--- config.mk ---
export PLATFORM = sky130hd
export DESIGN_NAME = gpw_top
export DESIGN_NICKNAME = d
export VERILOG_FILES = /design/src/core/gpw_pkg.sv /design/src/core/gpw_act_decode.sv /design/src/core/gpw_top.sv
export SDC_FILE = /design/constraint.sdc
export NUM_CORES = 1
export LEC_CHECK = 0
export BUFFER_PORTS_ARGS = -buffer_cell sky130_fd_sc_hd__buf_2
export CELL_PAD_IN_SITES_DETAIL_PLACEMENT = 0
export CELL_PAD_IN_SITES_GLOBAL_PLACEMENT = 2
export CORE_MARGIN = 2
export CORE_UTILIZATION = 35
export DETAILED_ROUTE_END_ITERATION = 7
export PLACE_DENSITY = 0.74
export SETUP_SLACK_MARGIN = 0.1
export SYNTH_ARGS = -nofsm -noshare
export SYNTH_HDL_FRONTEND = slang
export SYNTH_SLANG_ARGS = --single-unit
--- constraint.sdc ---
create_clock -name pclk -period 2.1 [get_ports pclk]
set_input_delay 0.105 -clock pclk [delete_from_list [all_inputs] [get_ports pclk]]
set_output_delay 0.105 -clock pclk [all_outputs]
set_load 0.005 [all_outputs]
--- src/core/gpw_pkg.sv ---
package gpw_pkg;
	// ****************************************************
	// register offsets (byte addresses)
	// ****************************************************
	localparam logic [7:0] OFS_CTRL     = 8'h00; // mode, enable, force
	localparam logic [7:0] OFS_RELOAD   = 8'h04; // countdown reload value
	localparam logic [7:0] OFS_ACT_EN   = 8'h08; // reload source enables
	localparam logic [7:0] OFS_WAKE_EN  = 8'h0c; // wake source enables
	localparam logic [7:0] OFS_LATCH    = 8'h10; // low-power latch nibble
	localparam logic [7:0] OFS_PORT     = 8'h14; // handler port write
	localparam logic [7:0] OFS_IO_RANGE = 8'h18; // base [15:0], mask [31:16]
	localparam logic [7:0] OFS_VECTOR   = 8'h1c; // two masked vectors
	localparam logic [7:0] OFS_STATUS   = 8'h20; // state and count

	// ****************************************************
	// field positions
	// ****************************************************
	localparam int CTRL_MODE   = 0; // 1: interrupt-managed mode
	localparam int CTRL_ENABLE = 1; // timer and external entry enable
	localparam int CTRL_FORCE  = 3; // forced management interrupt
	localparam int ACT_IRQ     = 0;
	localparam int ACT_DMA     = 1;
	localparam int ACT_LOCAL   = 2;
	localparam int ACT_IO      = 3;
	localparam int ACT_EXT     = 4;
	localparam int ACT_KBD     = 5;
	localparam int ACT_VIDEO   = 6;
	localparam int ACT_DISK    = 7;
	localparam int ACT_VEC     = 8;
	localparam int ACT_W       = 9;
	localparam int VEC_EN_A    = 16;
	localparam int VEC_EN_B    = 17;

	// ****************************************************
	// reset values
	// ****************************************************
	localparam logic [3:0]       RST_CTRL    = 4'h0;
	localparam logic [15:0]      RST_RELOAD  = 16'h00ff;
	localparam logic [ACT_W-1:0] RST_ACT_EN  = 9'h1ff;
	localparam logic [ACT_W-1:0] RST_WAKE_EN = 9'h1ff;
	localparam logic [3:0]       RST_LATCH   = 4'h0;
	localparam logic [31:0]      RST_IO_RNG  = 32'h0000_0000;
	localparam logic [17:0]      RST_VECTOR  = 18'h00000;

	// ****************************************************
	// decode windows
	// ****************************************************
	localparam logic [15:0] KBD_DATA  = 16'h0060;
	localparam logic [15:0] KBD_CMD   = 16'h0064;
	localparam logic [15:0] VGA_LO    = 16'h03b0;
	localparam logic [15:0] VGA_HI    = 16'h03df;
	localparam logic [23:0] VMEM_LO   = 24'h0a0000;
	localparam logic [23:0] VMEM_HI   = 24'h0bffff;
	localparam logic [15:0] HD1_LO    = 16'h01f0;
	localparam logic [15:0] HD1_HI    = 16'h01f7;
	localparam logic [15:0] HD2_LO    = 16'h0170;
	localparam logic [15:0] HD2_HI    = 16'h0177;
	localparam logic [15:0] HD_ALT    = 16'h03f6;
	localparam logic [15:0] FDC_DATA  = 16'h03f5;
	localparam logic [23:0] VEC_TOP   = 24'h0003ff;

	// ****************************************************
	// timing
	// ****************************************************
	localparam int CLK_HZ       = 25_000_000;
	localparam int CLK_MHZ      = CLK_HZ / 1_000_000;
	localparam int T_TICK_US    = 1000;  // countdown step
	localparam int T_RESUME_MS  = 20;    // full speed before sync clock
	localparam int T_SMI_GAP_NS = 6000;  // back-to-back blocking
	localparam int T_SRST_NS    = 14000; // soft restart hold-off
	localparam int TICK_CYC     = CLK_MHZ * T_TICK_US;
	localparam int RESUME_CYC   = (CLK_HZ / 1000) * T_RESUME_MS;
	localparam int SMI_GAP_CYC  = (T_SMI_GAP_NS * CLK_MHZ + 999) / 1000;
	localparam int SRST_CYC     = (T_SRST_NS * CLK_MHZ + 999) / 1000;

	// ****************************************************
	// power states
	// ****************************************************
	typedef enum logic [4:0] {
		ST_NORMAL = 5'b00001,
		ST_CLKSW  = 5'b00010,
		ST_HWLOW  = 5'b00100,
		ST_SMI    = 5'b01000,
		ST_RESUME = 5'b10000
	} gpw_state_type;
endpackage

--- src/core/gpw_act_decode.sv ---
// address traps that count as system activity
module gpw_act_decode (
	input  wire logic        cyc_valid,
	input  wire logic        cyc_io,
	input  wire logic        cyc_write,
	input  wire logic [23:0] cyc_addr,
	input  wire logic [31:0] io_rng,
	input  wire logic [17:0] vec_cfg,
	output logic      [4:0]  hit
);
	import gpw_pkg::*;

	// ****************************************************
	// helpers
	// ****************************************************
	function automatic logic in_io(input logic [15:0] a, input logic [15:0] lo,
		input logic [15:0] hi);
		in_io = (a >= lo) && (a <= hi);
	endfunction

	logic [15:0] ioa;    // io port address
	logic        io_cyc; // valid io cycle
	logic        mem_cyc;
	logic [7:0]  vec;    // vector number of a table fetch

	assign ioa     = cyc_addr[15:0];
	assign io_cyc  = cyc_valid & cyc_io;
	assign mem_cyc = cyc_valid & ~cyc_io;
	assign vec     = cyc_addr[9:2];

	// ****************************************************
	// trap decode
	// ****************************************************
	always_comb begin
		// either keyboard port is keyboard activity
		hit[0] = io_cyc & ((ioa == KBD_DATA) | (ioa == KBD_CMD));
		// graphics buffer or vga io range
		hit[1] = (mem_cyc & (cyc_addr >= VMEM_LO) & (cyc_addr <= VMEM_HI))
			| (io_cyc & in_io(ioa, VGA_LO, VGA_HI));
		// hard disk ranges, alternate port, floppy data
		hit[2] = io_cyc & (in_io(ioa, HD1_LO, HD1_HI) | in_io(ioa, HD2_LO, HD2_HI)
			| (ioa == HD_ALT) | (ioa == FDC_DATA));
		// one programmable range: masked bits are don't-care
		hit[3] = io_cyc & (((ioa ^ io_rng[15:0]) & ~io_rng[31:16]) == 16'h0000);
		// vector table read unless one of the two masked vectors
		hit[4] = mem_cyc & ~cyc_write & (cyc_addr <= VEC_TOP)
			& ~(vec_cfg[VEC_EN_A] & (vec == vec_cfg[7:0]))
			& ~(vec_cfg[VEC_EN_B] & (vec == vec_cfg[15:8]));
	end
endmodule

--- src/core/gpw_top.sv ---
// Overview of operation
// enabled activity sources reload the countdown
// each reload source has its own enable
// keyboard port access counts as activity
// video memory or vga io is activity
// disk port ranges count as activity
// vector fetches count, two vectors maskable
// only enabled wake sources end low power
// full speed keeps all saving actions off
// expiry or external input enters hardware mode
// bus clock goes asynchronous first
// strobe with latch nibble on data in the same cycle
// resume strobe restores port defaults
// full speed interval before synchronous bus clock
// interrupt mode raises management interrupt
// acknowledge flushes cache, remaps segment three
// handler port writes forwarded to power port
// new interrupt blocked for gap time
// soft restart waits after acknowledge release
// interrupt mode needs cpu protocol support
// countdown reloads, expires once at zero
// one entry per expiry until wake
//
// Local design decisions: the APB interface to the registers and the placing of the registers.
module gpw_top #(
	parameter int unsigned TICK_CYC   = gpw_pkg::TICK_CYC,
	parameter int unsigned RESUME_CYC = gpw_pkg::RESUME_CYC
) (
	input  wire logic        pclk,
	input  wire logic        presetn,
	input  wire logic [7:0]  paddr,
	input  wire logic        psel,
	input  wire logic        penable,
	input  wire logic        pwrite,
	input  wire logic [31:0] pwdata,
	output logic      [31:0] prdata,
	output logic             pready,
	output logic             pslverr,
	input  wire logic [15:0] irq_req,
	input  wire logic [7:0]  dma_req,
	input  wire logic        local_device_claim_n,
	input  wire logic        local_master_request_n,
	input  wire logic        external_pm_event_in_n,
	input  wire logic        cyc_valid,
	input  wire logic        cyc_io,
	input  wire logic        cyc_write,
	input  wire logic [23:0] cyc_addr,
	input  wire logic        mgmt_active_ack_n,
	input  wire logic        soft_restart_req,
	output logic             mgmt_interrupt_req_n,
	output logic             cache_flush_n,
	output logic             mem_remap_smm,
	output logic             at_clk_async,
	output logic             power_port_strobe_n,
	output logic      [3:0]  system_data_low_nibble,
	output logic             system_data_oe,
	output logic             low_power_mode,
	output logic             soft_restart
);
	import gpw_pkg::*;

	// ****************************************************
	// declarations
	// ****************************************************
	logic [3:0]       ctrl_q;     // mode, enable, force
	logic [15:0]      reload_q;   // countdown reload value
	logic [ACT_W-1:0] act_en_q;   // reload enables
	logic [ACT_W-1:0] wake_en_q;  // wake enables
	logic [3:0]       latch_q;    // nibble sent on hardware entry
	logic [3:0]       port_q;     // nibble from handler writes
	logic             port_wr_q;  // handler write pending for the pins
	logic [31:0]      io_rng_q;
	logic [17:0]      vec_q;
	logic [31:0]      rdata_d;
	logic             hit_d;
	logic             setup;
	logic             wr_go;
	logic [4:0]       dec_hit;
	logic [ACT_W-1:0] act_q;      // registered activity events
	logic             ext_prev_n_q;
	logic             reload_evt;
	logic             wake_evt;
	logic [15:0]      tick_q;
	logic             tick;
	logic [15:0]      cnt_q;      // countdown value
	logic             expire_q;   // one-cycle expiry event
	logic             trig;
	logic             force_take;
	gpw_state_type    state_q;
	gpw_state_type    state_d;
	logic [19:0]      res_q;      // full speed interval counter
	logic             res_done;
	logic [7:0]       gap_q;      // blocking window after an interrupt
	logic             ack_prev_n_q;
	logic [8:0]       since_q;    // cycles since acknowledge removed
	logic             pend_q;     // soft restart waiting

	// ****************************************************
	// apb slave
	// ****************************************************
	assign setup = psel & ~penable;
	assign wr_go = psel & penable & pready & pwrite;

	// read mux; any other address answers with pslverr
	always_comb begin
		rdata_d = 32'h0000_0000;
		hit_d   = 1'b1;
		case (paddr)
			OFS_CTRL:     rdata_d[3:0]  = ctrl_q;
			OFS_RELOAD:   rdata_d[15:0] = reload_q;
			OFS_ACT_EN:   rdata_d[8:0]  = act_en_q;
			OFS_WAKE_EN:  rdata_d[8:0]  = wake_en_q;
			OFS_LATCH:    rdata_d[3:0]  = latch_q;
			OFS_PORT:     rdata_d[3:0]  = port_q;
			OFS_IO_RANGE: rdata_d       = io_rng_q;
			OFS_VECTOR:   rdata_d[17:0] = vec_q;
			OFS_STATUS:   rdata_d = {cnt_q, 9'h000, pend_q, at_clk_async, state_q};
			default:      hit_d = 1'b0;
		endcase
	end

	// answer one cycle after setup: no wait states
	always_ff @(posedge pclk or negedge presetn) begin
		if (!presetn) begin
			pready  <= 1'b0;
			pslverr <= 1'b0;
			prdata  <= 32'h0000_0000;
		end else begin
			pready  <= setup;
			pslverr <= setup & ~hit_d;
			if (setup && !pwrite) begin
				prdata <= rdata_d;
			end
		end
	end

	// configuration writes; a write of the force bit beats its clear
	always_ff @(posedge pclk or negedge presetn) begin
		if (!presetn) begin
			ctrl_q    <= RST_CTRL;
			reload_q  <= RST_RELOAD;
			act_en_q  <= RST_ACT_EN;
			wake_en_q <= RST_WAKE_EN;
			latch_q   <= RST_LATCH;
			port_q    <= RST_LATCH;
			io_rng_q  <= RST_IO_RNG;
			vec_q     <= RST_VECTOR;
		end else begin
			if (force_take) begin
				ctrl_q[CTRL_FORCE] <= 1'b0;
			end
			if (wr_go) begin
				case (paddr)
					OFS_CTRL:     ctrl_q    <= pwdata[3:0];
					OFS_RELOAD:   reload_q  <= pwdata[15:0];
					OFS_ACT_EN:   act_en_q  <= pwdata[8:0];
					OFS_WAKE_EN:  wake_en_q <= pwdata[8:0];
					OFS_LATCH:    latch_q   <= pwdata[3:0];
					OFS_PORT:     port_q    <= pwdata[3:0];
					OFS_IO_RANGE: io_rng_q  <= pwdata;
					OFS_VECTOR:   vec_q     <= pwdata[17:0];
					default:      ;
				endcase
			end
		end
	end

	// handler writes only reach the port while the cpu is in its handler
	always_ff @(posedge pclk or negedge presetn) begin
		if (!presetn) begin
			port_wr_q <= 1'b0;
		end else begin
			port_wr_q <= wr_go & (paddr == OFS_PORT) & ~mgmt_active_ack_n;
		end
	end

	// ****************************************************
	// activity detection
	// ****************************************************
	gpw_act_decode u_dec (
		.cyc_valid (cyc_valid),
		.cyc_io    (cyc_io),
		.cyc_write (cyc_write),
		.cyc_addr  (cyc_addr),
		.io_rng    (io_rng_q),
		.vec_cfg   (vec_q),
		.hit       (dec_hit)
	);

	// one event vector; external input is taken on its falling edge
	always_ff @(posedge pclk or negedge presetn) begin
		if (!presetn) begin
			act_q        <= '0;
			ext_prev_n_q <= 1'b1;
		end else begin
			ext_prev_n_q <= external_pm_event_in_n;
			act_q <= {dec_hit[4], dec_hit[2], dec_hit[1], dec_hit[0],
				~external_pm_event_in_n & ext_prev_n_q, dec_hit[3],
				~local_device_claim_n | ~local_master_request_n,
				|dma_req, |irq_req};
		end
	end

	assign reload_evt = |(act_q & act_en_q);
	assign wake_evt   = |(act_q & wake_en_q);

	// ****************************************************
	// countdown timer
	// ****************************************************
	assign tick = (tick_q == 16'(TICK_CYC - 1));

	// step divider: one enable pulse per countdown step
	always_ff @(posedge pclk or negedge presetn) begin
		if (!presetn) begin
			tick_q <= 16'h0000;
		end else if (tick) begin
			tick_q <= 16'h0000;
		end else begin
			tick_q <= tick_q + 16'h0001;
		end
	end

	// a zero reload value never expires; that disables the timer
	always_ff @(posedge pclk or negedge presetn) begin
		if (!presetn) begin
			cnt_q    <= RST_RELOAD;
			expire_q <= 1'b0;
		end else begin
			expire_q <= tick & (cnt_q == 16'h0001) & ~reload_evt;
			if (reload_evt || (state_q == ST_RESUME && res_done)) begin
				cnt_q <= reload_q;
			end else if (tick && cnt_q != 16'h0000) begin
				cnt_q <= cnt_q - 16'h0001;
			end
		end
	end

	// ****************************************************
	// power state machine
	// ****************************************************
	assign trig       = ctrl_q[CTRL_ENABLE] & (expire_q | act_q[ACT_EXT]);
	assign force_take = (state_q == ST_NORMAL) & ctrl_q[CTRL_MODE]
		& ctrl_q[CTRL_FORCE] & (gap_q == 8'h00);
	assign res_done   = (res_q == 20'(RESUME_CYC - 1));

	// triggers count only in full speed, so one expiry gives one entry
	always_comb begin
		state_d = state_q;
		case (state_q)
			ST_NORMAL: begin
				// interrupt mode is for cpus with the protocol
				if (ctrl_q[CTRL_MODE]) begin
					if ((trig || ctrl_q[CTRL_FORCE]) && gap_q == 8'h00) begin
						state_d = ST_SMI;
					end
				end else if (trig) begin
					state_d = ST_CLKSW;
				end
			end
			ST_CLKSW:  state_d = ST_HWLOW;
			ST_HWLOW: begin
				if (wake_evt) begin
					state_d = ST_RESUME;
				end
			end
			ST_SMI: begin
				if (mgmt_interrupt_req_n && wake_evt) begin
					state_d = ST_RESUME;
				end
			end
			ST_RESUME: begin
				if (res_done) begin
					state_d = ST_NORMAL;
				end
			end
			default:   state_d = ST_NORMAL;
		endcase
	end

	// state register and full speed interval counter
	always_ff @(posedge pclk or negedge presetn) begin
		if (!presetn) begin
			state_q <= ST_NORMAL;
			res_q   <= 20'h00000;
		end else begin
			state_q <= state_d;
			res_q   <= (state_q == ST_RESUME) ? res_q + 20'h00001 : 20'h00000;
		end
	end

	// bus clock: asynchronous on any entry, synchronous after the interval
	always_ff @(posedge pclk or negedge presetn) begin
		if (!presetn) begin
			at_clk_async   <= 1'b0;
			low_power_mode <= 1'b0;
		end else begin
			low_power_mode <= (state_d != ST_NORMAL) && (state_d != ST_RESUME);
			if (state_q == ST_NORMAL && state_d != ST_NORMAL) begin
				at_clk_async <= 1'b1;
			end else if (state_q == ST_RESUME && res_done) begin
				at_clk_async <= 1'b0;
			end
		end
	end

	// ****************************************************
	// power port pins
	// ****************************************************
	// data is driven only in the strobe cycle to keep the bus free
	always_ff @(posedge pclk or negedge presetn) begin
		if (!presetn) begin
			power_port_strobe_n    <= 1'b1;
			system_data_low_nibble <= 4'h0;
			system_data_oe         <= 1'b0;
		end else begin
			power_port_strobe_n <= 1'b1;
			system_data_oe      <= 1'b0;
			if (state_q == ST_CLKSW) begin
				power_port_strobe_n    <= 1'b0;
				system_data_low_nibble <= latch_q;
				system_data_oe         <= 1'b1;
			end else if (state_q == ST_HWLOW && state_d == ST_RESUME) begin
				power_port_strobe_n <= 1'b0;
			end else if (port_wr_q) begin
				power_port_strobe_n    <= 1'b0;
				system_data_low_nibble <= port_q;
				system_data_oe         <= 1'b1;
			end
		end
	end

	// ****************************************************
	// management interrupt and handler support
	// ****************************************************
	// request held until acknowledged, then the gap window starts
	always_ff @(posedge pclk or negedge presetn) begin
		if (!presetn) begin
			mgmt_interrupt_req_n <= 1'b1;
			gap_q                <= 8'h00;
		end else begin
			if (state_q == ST_NORMAL && state_d == ST_SMI) begin
				mgmt_interrupt_req_n <= 1'b0;
			end else if (!mgmt_interrupt_req_n && !mgmt_active_ack_n) begin
				mgmt_interrupt_req_n <= 1'b1;
			end
			if (!mgmt_interrupt_req_n && !mgmt_active_ack_n) begin
				gap_q <= 8'(SMI_GAP_CYC);
			end else if (gap_q != 8'h00) begin
				gap_q <= gap_q - 8'h01;
			end
		end
	end

	// flush pulse on acknowledge, segment remap while it stays
	always_ff @(posedge pclk or negedge presetn) begin
		if (!presetn) begin
			ack_prev_n_q  <= 1'b1;
			cache_flush_n <= 1'b1;
			mem_remap_smm <= 1'b0;
		end else begin
			ack_prev_n_q  <= mgmt_active_ack_n;
			cache_flush_n <= ~(ack_prev_n_q & ~mgmt_active_ack_n);
			mem_remap_smm <= ~mgmt_active_ack_n;
		end
	end

	// soft restart held off until the window after acknowledge passes
	always_ff @(posedge pclk or negedge presetn) begin
		if (!presetn) begin
			since_q      <= 9'(SRST_CYC);
			pend_q       <= 1'b0;
			soft_restart <= 1'b0;
		end else begin
			if (!mgmt_active_ack_n) begin
				since_q <= 9'h000;
			end else if (since_q != 9'(SRST_CYC)) begin
				since_q <= since_q + 9'h001;
			end
			soft_restart <= pend_q & mgmt_active_ack_n & (since_q == 9'(SRST_CYC));
			if (soft_restart_req) begin
				pend_q <= 1'b1;
			end else if (soft_restart) begin
				pend_q <= 1'b0;
			end
		end
	end
endmodule

After elaboration in Yosys (flattened, before gate mapping)
Cells that the tools add are included.
- bits in registers: 230
- input port bits: 101
- output and inout bits: 46
- logic and storage cells: 214
- add/sub/neg operators: 5
- $lt $le $gt $ge: 9
- eq/ne operators: 30
- mux-type cells: 39
- bitwise gates (word level): 55
- reductions and logical operators: 43
- operators by type and width (kind ; count):
    $mux W16 ; 3
    $pmux W4 S9 ; 1
    $eq A16 B10 Y1 const B ; 2
    $eq A16 B7 Y1 const B ; 2
    $eq A8 B5 Y1 const B ; 4
    $ge A16 B9 Y1 const B ; 2
    $le A16 B9 Y1 const B ; 2
    $and A1 B1 Y1 ; 31
    $mux W5 ; 6
    $pmux W5 S6 ; 1
    $pmux W14 S2 ; 1
    $reduce_or A9 Y1 ; 3
    $pmux W5 S5 ; 1
    $ge A24 B20 Y1 const B ; 1
    $le A24 B10 Y1 const B ; 1
    $le A24 B20 Y1 const B ; 1
    $pmux W7 S3 ; 1
    $add A20 B1 Y20 const B ; 1
    $eq A20 B19 Y1 const B ; 1
    $mux W20 ; 1
    $mux W4 ; 5
    $and A9 B9 Y9 ; 2
    $mux W9 ; 2
    $reduce_and A2 Y1 ; 9
    41 further kinds ; 97

Longest topological paths before layout
Gate-level depths: netlist of the first run.
- word-level depth: 11
- gate-level depth with buffers: 8

Cells and area by module
A second synthesis of the first run with hierarchy kept.
- cell total of the unflattened synthesis: 1029
- area total of the unflattened synthesis: 11363.4 um2
- modules (own cells, without submodules) (module ; instances ; cells an instance ; area each (um2) ; sequential area each (um2)):
    gpw_top ; 1 ; 953 ; 10762.8 ; 5813.1
    gpw_act_decode ; 1 ; 76 ; 600.6 ; 0.0

Worst setup path after synthesis of the first run
Ideal clock, no wire load.
- path kind: reg2reg
- start point: register res_q[0]
- end point: register cnt_q[10]
- library setup time: 0.125 ns
- data arrival time: 2.055 ns
- slack: -0.080 ns
- cell stages (with the launch flop): 9
- path buffers: 2
- path through: dfrtp_1 ha_1 and4_1 nand2_1 nor4_1 or2_2 buf_2 buf_2 mux2_2
- word-level cells in the longest chain between the ends: 4
- elaborated cells between the ends (all ways): 5
- classes of those cells: eq/ne (1); mux (1); reduce/logical (3)
- ends and longest elaborated chain (element ; RTL line ; source):
    start: declaration ; gpw_top.sv:91 ; logic [19:0] res_q;
    start signal: assignment ; gpw_top.sv:287 ; res_q <= (state_q == ST_RESUME) ? res_q + 20'h00001 : 20'h00000;
    $eq A20 B19 Y1 * ; gpw_top.sv:244 ; assign res_done = (res_q == 20'(RESUME_CYC - 1));
    $logic_and A1 B1 Y1 * ; gpw_top.sv:230 ; if (reload_evt || (state_q == ST_RESUME && res_done)) begin
    $logic_or A1 B1 Y1 * ; gpw_top.sv:230 ;
    $mux W16 / $reduce_bool A2 Y1 (equally long branches) ; - ;
    end signal: assignment ; gpw_top.sv:231 ; cnt_q <= reload_q;
    end signal: assignment ; gpw_top.sv:233 ; cnt_q <= cnt_q - 16'h0001;
    end: declaration ; gpw_top.sv:85 ; logic [15:0] cnt_q;
Mark *: on every way between the ends. The rest lies on a longest branch, timed or not.
A chain may end at the register's enable or synchronous reset.

Worst setup path after layout of the first run
- start point: register act_q[8]
- end point: register cnt_q[10]
- word-level cells in the longest chain between the ends: 4
- elaborated cells between the ends (all ways): 5
- classes of those cells: mux (1); bitwise (1); reduce/logical (3)
- ends and longest elaborated chain (element ; RTL line ; source):
    start: declaration ; gpw_top.sv:79 ; logic [ACT_W-1:0] act_q;
    start signal: assignment ; gpw_top.sv:197 ; act_q <= {dec_hit[4], dec_hit[2], dec_hit[1], dec_hit[0],
    $and A9 B9 Y9 * ; gpw_top.sv:204 ; assign reload_evt = |(act_q & act_en_q);
    $reduce_or A9 Y1 * ; gpw_top.sv:204 ;
    $logic_or A1 B1 Y1 * ; gpw_top.sv:230 ;
    $mux W16 / $reduce_bool A2 Y1 (equally long branches) ; - ;
Marked as above.

==> summary.md, run 1 <==
| Metric | Value |
|---|---|
| Outcome | complete, no violations |
| Layout area overhead | 31.16% |
| Worst skew pair latency | 560 ps |
| Async SR Flop Fraction | 100.0% |
| Clk pwr share | 46.9% |
| Slew Limit Fails | 0 |
| LEAKAGE | between 6 and 7 nW |
| Slowest CP cell | dfrtp_1 |
| CP Capture Type | flip-flop |
| PortBufs | about 150 |
| Router iterations before antenna repair | 5 |
| FP Rows | 65 |
| Flop pwr share | 45.1% |
| Area of the multi-input gates | 0.005303 sq mm |
| CP Class | reg -> reg |
| PD cells | 708.5 mW/mm^2 |
| CP cell instances | a22o_1 -> a221oi_1 -> nand3_1 -> or2_4 -> buf_12 -> mux2_4 |
| GPL Wtd Cong | 0.8457 |
| Maximum VDD drop | 556.8 uV |
| Cts bufs inserted | 27 |
| Drt via density | 5.221 |
| WP data arrival | ~2500 ps |
| Cell family with most CP delay | simple AND/OR/NAND/NOR gates |
| DRT iter0 DRCs | 510 |
| Comb pwr share | under 10% |
| EDFF count, synth | 0 |
| Yosys warns | 0 |
| Number of setup violations in the final report | 0 |
| Core Util, Final | 46.50% |
| Layout net count | 1361 |
| Unrepaired setup endpoints after global routing | yes |
| Vias post-DR | about 8700 |
| Tightest Hold Check Type | in -> reg |
| Core area | 0.03147 sq mm |
| Post-DRT Antenna Nets | 0 |
| Sequential cell area | between 0.005 and 0.006 sq mm |
| Die ar. | between 0.03 and 0.04 sq mm |
| Post-Syn Instances | 987 |
| Pin count of the biggest net entering global routing | 64 |
| Die Width | 182.6 microns |
| End of the worst hold path | prdata[0]$_DFFE_PN0P_ |
| CTS H-tree lvls | 1 |
| DRT Wirelength | 33550 microns |
| DRC viols | 0 |
| WL met3 | 1412 microns |
| Synth Register Bits | 230 |
| Critical Path RT | 2510 ps |
| Critical Path Fanout Max | 8 |
| CTS tree | yes |
| Wl on met1 | 15910 microns |
| WHS Path Cells | 4 |
| P_int | 0.007926 W |
| Max-capacitance violation count | 0 |
| Cell area after synthesis | roughly 0.011 sq mm |
| Clock slew at reported path FFs | 60 ps |
| Count of cell types in the netlist | 63 |
| P_sw | 0.002445 W |
| Layout cells sized above 1 | 34.80% |
| Clock sink count | 230 |
| Die Ht | 182.6 microns |
| Worst path buffer plus inverter count | 1 |
| Final period util | 97.01% |
| DR top layer | met4 |
| Worst rel slew slack | 60.77% |
| Tot GR Track Use | about a fifth |
| Reg-to-reg endpoint | cnt_q[10]$_DFFE_PN0P_ |
| Number of global-route vias before repair | 8783 |
| GRT overflow | 0 |
| Initial core utilization | 35.46% |
| Fmax | 490.9 MHz |
| Sw Ratio | 23.57% |
| Avg Cell Area, Syn | approximately 11 sq um |
| CTS max path bufs | 3 |
| CP peak stage delay | ~410 ps |
| Met2 wire len | around 15000 microns |
| Startpoint Class | flip-flop |
| Hold WS | 42.41 ps |
| First-pass GRT wire length | 52230 microns |
| Initial antenna violation count | 1 |
| Half-perimeter wire length after placement | 24140 microns |
| Syn Nets | about 1100 |
| Clock Skews | 34.65 ps |
| Clk root buf | clkbuf_16 |
| Min-Delay Startpoint | pwrite |
| Io pins | around 150 |
| Worst-Margin Slew | 588.4 ps |
| Final min period | roughly 2000 ps |
| Reg2reg start | act_q[8]$_DFF_PN0_ |
| Antenna Cells | 0 |
| DR WL/cell | 20.03 microns |
| Fillers | 2968 |
| Final Hold Viols | 0 |
| R2R Setup Slk | ~63 ps |
| Post-synth top flop | dfrtp_1 |
| Sequential area share after synthesis | between 50% and 60% |
| R2R cell count | 6 |
## power by group through the flow
stage / registers, W / clock network (W) / logic, W
2_1_floorplan: 0.00472 / 0 / 0.000368
4_1_cts: 0.00467 / 0.00499 / 0.000833
5_1_grt: 0.00469 / 0.00516 / 0.000927
3_3_place_gp: 0.00475 / 0 / 0.000737
3_5_place_dp: 0.00475 / 0 / 0.000750
6_report: 0.00467 / 0.00487 / 0.000830
## metal layers
layer,GRT usage [%],vias up
met5,0,-
met4,5.581,0
met3,2.415,51
met2,31.91,202
met1,29.49,4353
li1,-,4140
## synthesized netlist by cell type, drive strengths merged, types with 21 or more instances
library cell,count,share of area [%]
a22oi,27,1.8
clkbuf,29,0.98
dfrtp,184,41
dfstp,46,11
mux2,118,12
nand2,72,2.6
nand3,33,1.5
nand4,21,1.2
nor2,74,2.5
nor4,26,1.6
o21ai,42,1.9
xnor2,52,4.1
xor2,36,2.8
## logic make-up (layout without fill, tap and decap cells)
kind of cell,count (synthesis),in the layout,synth area share (%)
and+or+nand+nor,326,326,15.56
DFF,230,230,52.09
AOI/OAI and AO/OA,147,147,8.947
muxes,127,127,13.05
xor gates and xnor gates,88,88,6.907
buffers and inverters,61,347,2.545
adders and majority gates,8,8,0.8970
## stage by stage
| step | setup TNS [ps] | instance area (sq um) | std cells | total power [W] | setup slack [ps] |
|---|---|---|---|---|---|
| floorplan | 0 | 11180 | 987 | 0.005088 | 108.7 |
| global placement | -44.89 | 12750 | 1551 | 0.005489 | -44.89 |
| detailed placement | -216.3 | 12750 | 1551 | 0.005498 | -31.00 |
| CTS | 0 | 14380 | 1670 | 0.01050 | 100.7 |
| global route | 0 | 14640 | 1675 | 0.01078 | 36.84 |
| finish | 0 | 14640 | 1675 | 0.01037 | 62.88 |
## worst reg2reg max path: stages, from the launching register on
cell and delay [ps]:
dfrtp_1 410, a22o_1 220, a221oi_1 240, nand3_1 240, or2_4 320, buf_12 150, mux2_4 300
## cell type report
cell class                      count  share of cell area (%)
Sequential cell                   230                   39.72
Inverter                           15                  0.3847
Multi-Input combinational cell    696                   36.23
Tap cell                          402                   3.436
Clock inverter                     10                  0.9147
Timing Repair Buffer              282                   13.88
Clock buffer                       40                   5.428
## cell usage in the layout, fill, tap and decap left out, drive strengths merged, types with 7 or more instances in the layout
cell	count
a221oi	9
xor2	36
nand4	21
dfrtp	184
o21ai	42
inv	16
nor3	14
nand2b	8
dlygate4sd3	63
nand2	72
a31oi	7
a21oi	15
a222oi	9
nor2	74
ha	8
a22oi	27
or3	7
dfstp	46
o22ai	8
xnor2	52
nand3	33
and4	10
clkbuf	41
buf	218
nor2b	7
nor4	26
and3	16
mux2	118
## registers in the layout, summed over array words and instances (netlist names), 8 cells and up
name       cells
act_en_q       9
act_q          9
cnt_q         16
gap_q          8
io_rng_q      32
prdata        32
reload_q      16
res_q         20
since_q        9
tick_q        16
vec_q         18
wake_en_q      9
## repair_timing
item,CTS,global route
gates cloned,0,1
hold buffers,64,0
endpoints found under the setup margin,21,46
setup buffers,5,5
endpoints found under the hold margin,242,0
gates resized for setup,7,44
pin swaps,6,9
## how the worst max path moves through the flow
stage / startpoint / to / slack, ps / cells past startpoint
2_1_floorplan: state_q[1]$_DFF_PN0_ / cnt_q[10]$_DFFE_PN0P_ / 110 / 8
3_3_place_gp: paddr[5] / prdata[1]$_DFFE_PN0P_ / -40 / 7
3_5_place_dp: paddr[5] / prdata[1]$_DFFE_PN0P_ / -30 / 7
4_1_cts: cnt_q[0]$_DFFE_PN1P_ / cnt_q[5]$_DFFE_PN1P_ / 100 / 6
5_1_grt: res_q[10]$_DFF_PN0_ / cnt_q[9]$_DFFE_PN0P_ / 40 / 6
6_report: act_q[8]$_DFF_PN0_ / cnt_q[10]$_DFFE_PN0P_ / 60 / 6
No activity file was read; power rests on OpenSTA's default activity.
==> run 2, diff against run 1 <==
Settings changed: CORE_MARGIN 2 to default, SETUP_SLACK_MARGIN 0.1 to 0.4.
==> summary.md, run 2 (synthesis results as in run 1) <==
| Metric | Value |
|---|---|
| WP data arrival | 2390 ps (-60 ps) |
| Layout cells sized above 1 | 41.00% (+6.2 points) |
| Cell family with most CP delay | simple AND/OR/NAND/NOR gates |
| Clk root buf | clkbuf_16 |
| Max-capacitance violation count | 0 (unchanged) |
| Worst-Margin Slew | 644.5 ps (+56.09 ps) |
| DRT Wirelength | 34620 microns (+3.2%) |
| Startpoint Class | flip-flop |
| Post-route insts no fill | 1707 (+1.9%) |
| PD cells | 683.1 mW/mm^2 (-3.6%) |
| PortBufs | 146 (unchanged) |
| CP cell instances | or4_4 -> nor2_4 -> nand4_1 -> mux2_2 -> mux2_4 |
| Tightest Hold Check Type | in -> reg |
| Clock Skews | 22.50 ps (-12.15 ps) |
| Core area | 0.03147 sq mm (unchanged) |
| Final period util | 93.10% (-3.9 points) |
| Tot GR Track Use | 21.22% (+0.96 points) |
| CTS max path bufs | 3 (unchanged) |
| Post-DRT Antenna Nets | 0 (unchanged) |
| Fin Setup TNS | 0 ps (unchanged) |
| GPL Wtd Cong | 0.8327 (-1.5%) |
| Outcome | complete, no violations |
| Most frequent cells in the layout | dfrtp_1 (180), buf_2 (144), buf_4 (79) |
| Die Ht | 180.6 microns (-1.1%) |
| Slew Limit Fails | 0 (unchanged) |
| Pin count of the biggest net entering global routing | 75 (+17%) |
| Worst path buffer plus inverter count | 0 (-1) |
| Drt via density | 5.260 (+0.73%) |
| Antenna Cells | 0 (unchanged) |
| Worst rel slew slack | 57.03% (-3.7 points) |
| FP Rows | 65 (unchanged) |
| CTS tree | yes |
| Clock slew at reported path FFs | 60 ps (about the same) |
| Final min period | 1955 ps (-82.04 ps) |
| Layout area overhead | 37.25% |
| Half-perimeter wire length after placement | 24320 microns (+0.75%) |
| DRT iter0 DRCs | 530 (+3.9%) |
| CTS H-tree lvls | 1 (unchanged) |
| Router iterations before antenna repair | 6 (+1) |
| Io pins | 147 (unchanged) |
| CP Class | reg -> reg |
| Placed cell count | 1546 (-0.32%) |
| Final Hold Viols | 0 (unchanged) |
| Number of global-route vias before repair | 9194 (+4.7%) |
| GRT overflow | 0 (unchanged) |
| Initial antenna violation count | 0 (-1) |
| Critical Path RT | 2530 ps (+20 ps) |
| Unrepaired setup endpoints after global routing | yes |
| Most common cell after layout, fill and taps aside | dfrtp_1 |
| Power, Total | 0.01046 W (+0.88%) |
| Slowest CP cell | or4_4 |
| Vias post-DR | 8978 (+2.7%) |
| LEAKAGE | 6.985 nW (+5.0%) |
| Clock sink count | 230 (unchanged) |
| Number of setup violations in the final report | 0 (unchanged) |
| Fillers | 2866 (-3.4%) |
| Die ar. | 0.03260 sq mm (-2.2%) |
| Initial core utilization | 35.46% (unchanged) |
| Cts bufs inserted | 28 (+3.7%) |
| DRC viols | 0 (unchanged) |
| CP peak stage delay | 540 ps (+130 ps) |
| Worst skew pair latency | 550 ps (about the same) |
| CP Capture Type | flip-flop |
| Layout net count | 1392 (+2.3%) |
| Critical Path Fanout Max | 7 (-1) |
| DR WL/cell | 20.28 microns (+1.3%) |
| Top Registers | io_rng_q x32, prdata x32, res_q x20 |
| Die Width | 180.6 microns (-1.1%) |
| Fmax | 511.5 MHz (+4.2%) |
| Maximum VDD drop | 658.1 uV (+18%) |
| First-pass GRT wire length | 53780 microns (+3.0%) |
==> run 2: worst paths after layout <==
path | start | depth (start not counted) | slack [ps] | endpoint
hold reg to reg | port_wr_q$_DFF_PN0_ | 1 | 400 | power_port_strobe_n$_DFF_PN1_
max in group asynchronous | presetn | 3 | 1120 | wake_en_q[7]$_DFFE_PN1P_
setup / recovery | cnt_q[4]$_DFFE_PN1P_ | 5 | 140 | cnt_q[14]$_DFFE_PN0P_
hold / removal | cyc_valid | 4 | 20 | act_q[8]$_DFF_PN0_
setup reg to reg | cnt_q[4]$_DFFE_PN1P_ | 5 | 140 | cnt_q[14]$_DFFE_PN0P_
min in group asynchronous | presetn | 2 | 120 | prdata[29]$_DFFE_PN0P_
==> run 2: layout make-up <==
cell class / instances / area [sq um] / share of cell area, %
well taps: 402 / 503.0 / 3.284
repair buffers: 312 / 2292 / 14.97
multi-input cells: 696 / 5707 / 37.26
clock inverters: 4 / 22.52 / 0.1470
inverters: 15 / 56.30 / 0.3676
flip-flops and latches: 230 / 5818 / 37.99
clock buffers: 48 / 917.1 / 5.988
==> run 2: per-stage QoR <==
| stage | hold WS, ps | worst slack, ps | instance area [sq um] | utilization [%] |
|---|---|---|---|---|
| 3_5_place_dp | 146.0 | 74.58 | 12920 | 41.07 |
| 2_1_floorplan | -190.6 | 225.5 | 11510 | - |
| 6_report | 22.08 | 144.9 | 15320 | 48.66 |
| 3_3_place_gp | 136.5 | 48.40 | 12920 | 41.07 |
| 5_1_grt | 27.59 | 95.53 | 15320 | 48.66 |
| 4_1_cts | 10.38 | 190.2 | 14950 | 47.50 |
==> run 2: what timing repair did <==
item	in CTS	in global routing
buffers inserted	22	14
endpoints found under the hold margin	171	2
hold buffers	72	1
setup endpoints to repair	105	50
gates resized for setup	41	54
pin swaps	21	28
gates cloned	0	1
==> run 2: metal layers <==
layer  up-vias  global-route usage (%)  wire length, microns
met5         -                       0                     0
li1       4200                       -                     -
met4         0                   6.530                   896
met1      4493                   28.89                 15670
met2       224                   34.85                 16520
met3        61                   3.092                  1537
==> run 2: power breakdown <==
part	switching, W	internal [W]
sequential	0.000137	0.00457
clock	0.00189	0.00294
combinational	0.000482	0.000445
==> run 2: worst register-to-register path, cell delays in order, from the launching register on <==
cell     delay, ps
dfstp_2        400
or4_4          540
nor2_4         220
nand4_1        120
mux2_2         290
mux2_4         270
